File: src/hdl/sem_host_regs.svh
// timing counts and pin constants for the semaphore port controller
`ifndef SEM_HOST_REGS_SVH
`define SEM_HOST_REGS_SVH

`define SH_CLK_PERIOD_NS  20
`define SH_ACCESS_NS      55
`define SH_RECOVER_NS     40
`define SH_SYNC_CYC       4
`define SH_ACCESS_CYC     ((`SH_ACCESS_NS + `SH_CLK_PERIOD_NS - 1) / `SH_CLK_PERIOD_NS)
`define SH_RECOVER_CYC    ((`SH_RECOVER_NS + `SH_CLK_PERIOD_NS - 1) / `SH_CLK_PERIOD_NS)
`define SH_READ_CYC       (`SH_ACCESS_CYC + `SH_SYNC_CYC)
`define SH_DATA_TAKE      8'h00
`define SH_DATA_FREE      8'hFF
`define SH_OP_REQUEST     1'b0
`define SH_OP_RELEASE     1'b1

`endif

File: src/hdl/sem_host_pkg.sv
// types of the semaphore port controller
package sem_host_pkg;

  typedef enum logic [2:0] {
    ST_IDLE  = 3'b000,
    ST_SETUP = 3'b001,
    ST_WRITE = 3'b010,
    ST_WHOLD = 3'b011,
    ST_GAP   = 3'b100,
    ST_READ  = 3'b101,
    ST_CHECK = 3'b110,
    ST_RESP  = 3'b111
  } state_e;

  typedef struct packed {
    state_e     state;       // sequencer state
    logic [3:0] cnt;         // cycle counter
    logic       op;          // 0 request, 1 release
    logic [2:0] flag;        // flag being worked on
    logic [7:0] rd_val;      // captured read value
    logic       sel_n;       // flag select pin, low active
    logic       we_n;        // write enable pin, low active
    logic       oe_n;        // output enable pin, low active
    logic [2:0] addr;        // address pins
    logic [7:0] dout;        // data driven on writes
    logic       doe;         // data output enable
    logic       cmd_ready;   // ready for a command
    logic       rsp_valid;   // answer pulse
    logic       rsp_granted; // token held after command
    logic       rsp_error;   // data lines disagreed
    logic [7:0] held;        // flags held by this port
  } ctl_s;

endpackage : sem_host_pkg

File: src/hdl/sem_pin_sync.sv
// three-stage synchroniser with agreement filter for the data pins
module sem_pin_sync (
  input  wire logic       mclk,
  input  wire logic       reset_n,
  input  wire logic [7:0] pin_in,
  output logic      [7:0] sync_out
);

  logic [7:0] s1_r;   // first stage, read only by s2_r
  logic [7:0] s2_r;   // second stage
  logic [7:0] s3_r;   // third stage

  // shift pins in; output follows once stages two and three agree
  always_ff @(posedge mclk or negedge reset_n) begin
    if (!reset_n) begin
      s1_r     <= 8'hFF;
      s2_r     <= 8'hFF;
      s3_r     <= 8'hFF;
      sync_out <= 8'hFF;
    end else begin
      s1_r <= pin_in;
      s2_r <= s1_r;
      s3_r <= s2_r;
      if (s2_r == s3_r) begin
        sync_out <= s3_r;
      end
    end
  end

endmodule : sem_pin_sync

File: src/hdl/sem_host.sv
// controller driving one port of a dual-port semaphore flag block
`include "sem_host_regs.svh"

module sem_host
  import sem_host_pkg::*;
(
  input  wire logic       mclk,
  input  wire logic       reset_n,
  input  wire logic       cmd_valid,
  input  wire logic       cmd_op,
  input  wire logic [2:0] cmd_flag,
  input  wire logic       cmd_abort,
  output logic            cmd_ready,
  output logic            rsp_valid,
  output logic            rsp_granted,
  output logic            rsp_error,
  output logic      [7:0] held_flags,
  output logic            pin_sel_n,
  output logic            pin_we_n,
  output logic            pin_oe_n,
  output logic      [2:0] pin_addr,
  input  wire logic [7:0] pin_data_in,
  output logic      [7:0] pin_data_out,
  output logic            pin_data_oe
);

  ctl_s       r;      // registered state
  ctl_s       n;      // next state
  logic [7:0] din_s;  // synchronised data pins

  // data pins pass the synchroniser before use
  sem_pin_sync u_sync (
    .mclk     (mclk),
    .reset_n  (reset_n),
    .pin_in   (pin_data_in),
    .sync_out (din_s)
  );

  // next-state logic of the access sequencer
  always_comb begin
    n           = r;
    n.rsp_valid = 1'b0;
    case (r.state)
      ST_IDLE: begin
        // take a command and open the flag select
        if (cmd_valid && r.cmd_ready) begin
          n.cmd_ready = 1'b0;
          n.op        = cmd_op;
          n.flag      = cmd_flag;
          n.addr      = cmd_flag;
          n.sel_n     = 1'b0;
          // request writes zero, release writes one
          n.dout      = (cmd_op == `SH_OP_RELEASE) ? `SH_DATA_FREE : `SH_DATA_TAKE;
          n.state     = ST_SETUP;
        end
      end
      ST_SETUP: begin
        // address settled, start the write strobe
        n.we_n  = 1'b0;
        n.doe   = 1'b1;
        n.cnt   = 4'(`SH_ACCESS_CYC - 1);
        n.state = ST_WRITE;
      end
      ST_WRITE: begin
        // hold write strobe for the access time
        if (r.cnt == 4'h0) begin
          n.we_n  = 1'b1;
          n.state = ST_WHOLD;
        end else begin
          n.cnt = r.cnt - 4'h1;
        end
      end
      ST_WHOLD: begin
        // data held one cycle past strobe, then close select
        n.doe   = 1'b0;
        n.sel_n = 1'b1;
        n.cnt   = 4'(`SH_RECOVER_CYC - 1);
        n.state = ST_GAP;
      end
      ST_GAP: begin
        // select and enable stay high before the next read
        if (r.cnt != 4'h0) begin
          n.cnt = r.cnt - 4'h1;
        end else if (r.op == `SH_OP_RELEASE) begin
          n.held[r.flag] = 1'b0;
          n.rsp_granted  = 1'b0;
          n.rsp_error    = 1'b0;
          n.state        = ST_RESP;
        end else begin
          n.sel_n = 1'b0;
          n.oe_n  = 1'b0;
          n.cnt   = 4'(`SH_READ_CYC - 1);
          n.state = ST_READ;
        end
      end
      ST_READ: begin
        // read strobe covers access time and synchroniser delay
        if (r.cnt == 4'h0) begin
          n.rd_val = din_s;
          n.oe_n   = 1'b1;
          n.sel_n  = 1'b1;
          n.state  = ST_CHECK;
        end else begin
          n.cnt = r.cnt - 4'h1;
        end
      end
      ST_CHECK: begin
        // judge the read value
        if (r.rd_val == `SH_DATA_TAKE) begin
          n.held[r.flag] = 1'b1;
          n.rsp_granted  = 1'b1;
          n.rsp_error    = 1'b0;
          n.state        = ST_RESP;
        end else if (r.rd_val != `SH_DATA_FREE) begin
          // lines disagree: report, do not claim the token
          n.rsp_granted = 1'b0;
          n.rsp_error   = 1'b1;
          n.state       = ST_RESP;
        end else if (cmd_abort) begin
          // user gave up waiting; request stays posted in the device
          n.rsp_granted = 1'b0;
          n.rsp_error   = 1'b0;
          n.state       = ST_RESP;
        end else begin
          // other port holds it: read again after a gap
          n.cnt   = 4'(`SH_RECOVER_CYC - 1);
          n.state = ST_GAP;
        end
      end
      ST_RESP: begin
        // answer pulse, back to idle
        n.rsp_valid = 1'b1;
        n.cmd_ready = 1'b1;
        n.state     = ST_IDLE;
      end
      default: begin
        n.state = ST_IDLE;
      end
    endcase
  end

  // state register
  always_ff @(posedge mclk or negedge reset_n) begin
    if (!reset_n) begin
      r             <= '0;
      r.state       <= ST_IDLE;
      r.rd_val      <= 8'hFF;
      r.sel_n       <= 1'b1;
      r.we_n        <= 1'b1;
      r.oe_n        <= 1'b1;
      r.dout        <= 8'hFF;
      r.cmd_ready   <= 1'b1;
    end else begin
      r <= n;
    end
  end

  // outputs come straight from the state register
  assign cmd_ready    = r.cmd_ready;
  assign rsp_valid    = r.rsp_valid;
  assign rsp_granted  = r.rsp_granted;
  assign rsp_error    = r.rsp_error;
  assign held_flags   = r.held;
  assign pin_sel_n    = r.sel_n;
  assign pin_we_n     = r.we_n;
  assign pin_oe_n     = r.oe_n;
  assign pin_addr     = r.addr;
  assign pin_data_out = r.dout;
  assign pin_data_oe  = r.doe;
endmodule : sem_host

File: config.mk
export PLATFORM = sky130hd
export DESIGN_NAME = sem_host
export DESIGN_NICKNAME = d
export VERILOG_FILES = /design/src/hdl/sem_host_pkg.sv /design/src/hdl/sem_pin_sync.sv /design/src/hdl/sem_host.sv
export VERILOG_INCLUDE_DIRS = /design/src /design/src/hdl
export SDC_FILE = /design/constraint.sdc
export NUM_CORES = 1
export LEC_CHECK = 0
export ABC_CLOCK_PERIOD_IN_PS = 1900
export BUFFER_PORTS_ARGS = -buffer_cell sky130_fd_sc_hd__buf_2
export CORE_ASPECT_RATIO = 1.5
export CORE_MARGIN = 2
export CORE_UTILIZATION = 51
export DETAILED_ROUTE_END_ITERATION = 6
export PLACE_DENSITY = 0.72
export REMOVE_ABC_BUFFERS = 1
export SYNTH_ARGS = -nofsm -noshare
export SYNTH_HDL_FRONTEND = slang
export SYNTH_SLANG_ARGS = --single-unit
File: constraint.sdc
create_clock -name mclk -period 1.9 [get_ports mclk]
set_input_delay 0.38 -clock mclk [delete_from_list [all_inputs] [get_ports mclk]]
set_output_delay 0.38 -clock mclk [all_outputs]
set_load 0.02 [all_outputs]
Word-level counts from Yosys, hierarchy flattened
Index checks and enable logic that the tools add are counted.
{"block": "word_totals", "regBits": 75, "latchBits": 0, "ram_bits": 0, "mem_bits_ro": 0, "in_bits": 16, "output_inout_bits": 27, "wordCells": 108, "memories": 0}
{"block": "classes", "add_sub_neg": 1, "multipliers": 0, "n_div": 0, "order_cmp": 2, "n_eq_ne": 22, "n_shift": 0, "mux": 37, "n_bitwise": 3, "n_reduce_logical": 24}
{"operator": "4-bit two-way mux", "count": 6}
{"operator": "3-bit one-hot mux with 8 select lines", "count": 1}
{"operator": "2-bit inequality test (second input constant)", "count": 11}
{"operator": "10-bit two-way mux", "count": 2}
{"operator": "10-bit one-hot mux with 2 select lines", "count": 1}
{"operator": "4-bit one-hot mux with 5 select lines", "count": 1}
{"operator": "8-bit two-way mux", "count": 2}
{"operator": "4-bit AND reduction", "count": 4}
{"operator": "2-bit two-way mux", "count": 7}
{"operator": "3-bit equality test (second input constant)", "count": 4}
{"operator": "3-bit two-way mux", "count": 4}
{"operator": "2-bit nonzero test", "count": 5}
{"operator": "8-bit bitwise AND", "count": 1}
{"operator": "8-bit equality test", "count": 1}
{"operator": "8-bit logical NOT", "count": 1}
{"operator": "8-bit inequality test (second input constant)", "count": 1}
{"operator": "8-bit NOT", "count": 1}
{"operator": "8-bit OR", "count": 1}
{"operator": "1-bit one-hot mux with 2 select lines", "count": 4}
{"operator": "2-bit AND reduction", "count": 4}
{"operator": "4-bit nonzero test", "count": 2}
{"operator": "1-bit two-way mux", "count": 7}
{"operator": "3-bit by 2-bit equality test with 1-bit output (second input constant)", "count": 2}
{"operator": "6-bit AND reduction", "count": 1}
{"operator": "other kinds (14)", "count": 15}

Depth between registers and ports, before layout
{"block": "logic_depth", "depth_word": 9, "ltp_mapped": 8, "mapped_depth_nobuf": 7}

Modules after synthesis
A second synthesis with hierarchy kept.
{"block": "unflattened", "cells_unflattened": 237, "area_unflattened_um2": 3056.7}
{"mod": "sem_host", "instances": 1, "cells_per_inst": 186, "area_each_um2": 2039.5, "seq_area_each_um2": 917.1}
{"mod": "sem_pin_sync", "instances": 1, "cells_per_inst": 51, "area_each_um2": 1017.2, "seq_area_each_um2": 840.8}

Worst setup path before layout
OpenSTA, ideal clock, no wires.
{"block": "synth_path", "kind": "reg-to-reg", "from": "register r[39] (netlist bit)", "to": "register with a tool-made name", "setup_time_ns": 0.128, "arrival_ns": 1.848, "required_ns": 1.772, "path_slack_ns": -0.076, "path_stages_with_launch": 8, "path_buffers": 1, "synth_period_minus_slack_ns": 1.976, "path_cell_list": "dfrtp_1 -> inv_1 -> ha_1 -> or3b_1 -> buf_6 -> o22a_4 -> nor4b_4 -> mux2_1"}
{"item": "start, declared", "line_no": "sem_host.sv:27", "rtl": "ctl_s r;"}
{"item": "start signal, assigned", "line_no": "sem_host.sv:154", "rtl": "r <= n;"}

Final worst setup path
{"block": "layout_path", "from": "register r[39] (netlist bit)", "to": "register r[40] (netlist bit)"}
{"block": "layout_via", "elab_chain_len": 3, "elab_cells_between_ends": 9, "classes_between": "1 x add/sub; 2 x eq/ne; 3 x mux; 3 x reduce/logical"}
{"item": "4-bit by 1-bit subtractor with 4-bit output, or another cell as far along", "line_no": "sem_host.sv:70, sem_host.sv:83, sem_host.sv:104"}
{"item": "4-bit two-way mux, or another cell as far along", "line_no": "sem_host.sv:66, sem_host.sv:98"}
{"item": "4-bit one-hot mux with 5 select lines / 6-bit AND reduction (equally long branches)"}
Parallel ways exist; a longest one is shown, timed or not. The select of a mux whose other input is x is not followed.
A chain may end at the register's enable or synchronous reset.

==> impl_metrics.toml <==
[routing]
vias = 1916
first_pass_iters = 6
wire_per_inst_um = 15.4
drc = 0
drtAntennaViolNets = 0
drtIter0Drc = 110
via_per_inst = 5.32
totalWireLength_mm = 5.56

[yosys]
avgSynthCellArea_um2 = 12.9
yosys.area.top_type = "dfstp_2"
yosys-top-cells-area = "dfstp_2 (39%), dfrtp_1 (19%), mux2_2 (11%)"
ys_ff_latch = 68
synth_top_area_share_pct = 39.4
netlist_instances = 233
seq_area_frac_synth_pct = 58.6
ys_warn_count = 0
synth.distinct_cells = 45
synth_area_mm2 = 0.00300

[die]
die_w_um = 66.6
chipHeight_um = 97.9
io_pins = 43
core_area_mm2 = 0.00574
fp.dieArea_mm2 = 0.00652
initial_utilization_pct = 52.2
rows = 34

[placement]
dp_cells = 343
place_hpwl_mm = 3.91
dp_slack_ns = -0.106
port_buffers = 42
place_area_mm2 = 0.00330
gp_congestion = 0.854

[finish]
fin_util_pct = 62.4
fin_area_mm2 = 0.00359
nets = 300
final_common_cell = "dfstp_2"
finalNonFillerCells = 360
n_antenna_cell = 0
mostFrequentLayoutCells = "dfstp_2 (45), buf_2 (42), mux2_2 (28), dfrtp_1 (23), buf_4 (21)"
syn_to_final_growth_pct = 19.6
multi_input_area_mm2 = 0.00111
fillers = 468
regArea_mm2 = 0.00176
drive_above_1_share_pct = 61.1

[critical_path]
path_class = "reg2reg"
worstPathMaxFanout = 6
end_kind = "flip-flop"
critPathLaunchType = "flip-flop"
cp.required_ns = 2.12
crit_arrival_ns = 2.18

[clock_tree]
htree_levels = 3
cts_sinks = 68
hold_buffers = 0
clk_pin_slew_ns = 0.07
clockBufferDepth = 2
cts_tree = "built"
cts_root_buffer = "clkbuf_8"
insertion_delay_ns = 0.34
cts_made_buffers = 9

[global_route]
grt_pass1_vias = 1975
globalRoute.totalOverflow = 0
grt_use_total_pct = 18.4
grt_max_degree = 41
antenna_found_initial = 0
grt_pass1_wl_mm = 8.98

[pwr]
power.density_mw_per_mm2 = 1690
peakVddDrop_mv = 0.990
total_power_mw = 6.05
leakage_nw = 1.59

[timing]
hold_viol = 0
tightest_slew_ns = 0.555
fin_crit_sh_pct = 103
rsz0062_at_grt = "true"
drv_slew = 0
tns_ns = -0.378
final_critical_path_setup_slack_ns = -0.0620
fin_crit_ns = 1.96
setup_viol = 10
finClkSkew_ns = 0.00761
max_slew_margin_pct = 63.0
timing.fmax_mhz = 510
whs_ns = 0.0244

[min_path]
hp-class = "in2async"

[outcome]
outcome = "finished, violations left"
violations = "setup timing"

[run]
cap_violations = 0
where the power goes:
part | switching, mW | internal, mW
registers | 0.336 | 1.88
clock network | 0.554 | 0.516
logic | 1.46 | 1.31
cells in the mapped netlist (all sizes together):
cell     number
a211oi        2
a21boi        1
a21oi         7
a221o         1
a22o          2
a2bb2oi       1
and3b         1
buf          25
clkbuf        3
clkinv        1
dfrtp        23
dfstp        45
ha            1
inv           5
mux2         32
nand2        12
nand3         5
nand4         3
nand4b        2
nor2         11
nor2b         1
nor3          4
nor3b         3
nor4          5
nor4b         2
o211ai        2
o21ai        12
o22a          1
o22ai         3
o2bb2ai       1
o31ai         3
o41ai         2
or3b          2
xnor2         1
xor2          8
critical path, cell delays in order (launching register included):
cell and delay (ns):
dfrtp_1 0.40, inv_2 0.09, ha_4 0.14, or3b_4 0.42
buf_6 0.15, a22o_4 0.26, nand2_4 0.09, mux2_4 0.30
cells by family (layout without fill, tap and decap cells):
group,count (synthesis),count (layout),synth area share [%]
AOI/OAI and AO/OA,38,38,8.68
buffers and inverters,34,89,7.10
adders and majority gates,1,1,0.417
and+or+nand+nor,51,51,10.5
DFF,68,68,58.6
muxes,32,32,12.0
xor gates and xnor gates,9,9,2.63
path summary, 6_finish.rpt:
path,startpoint,to,slack [ns],depth (start not counted)
setup / recovery,r[39],r[40],-0.06,7
hold / removal,reset_n,pin_data_oe,0.02,1
setup reg to reg,r[39],r[40],-0.06,7
hold reg to reg,u_sync.s1_r[6],u_sync.s2_r[6],0.36,0
max in group asynchronous,reset_n,u_sync.sync_out[2],1.22,2
min in group mclk,pin_data_in[2],u_sync.s1_r[2],0.13,1
what timing repair did:
action	CTS	global route
setup buffers	1	0
resized for setup	10	9
setup endpoints to repair	12	13
pin swaps	1	7
gates cloned	0	0
layout make-up:
| type | count | share of cell area (%) |
|---|---|---|
| clock buffers | 10 | 3.84 |
| clock inverters | 6 | 1.26 |
| inverters | 6 | 0.628 |
| multi-input cells | 131 | 31.0 |
| flip-flops and latches | 68 | 49.0 |
| well taps | 72 | 2.51 |
| repair buffers | 67 | 11.8 |
routing by layer:
layer | up-vias | track usage [%] | share of wire, %
li1 | 913 | - | -
met1 | 955 | 20.7 | 40
met2 | 38 | 32.0 | 55
met3 | 10 | 5.53 | 3.0
met4 | 0 | 7.22 | 2.0
met5 | - | 0 | 0
No activity file was read; power rests on OpenSTA's default activity.
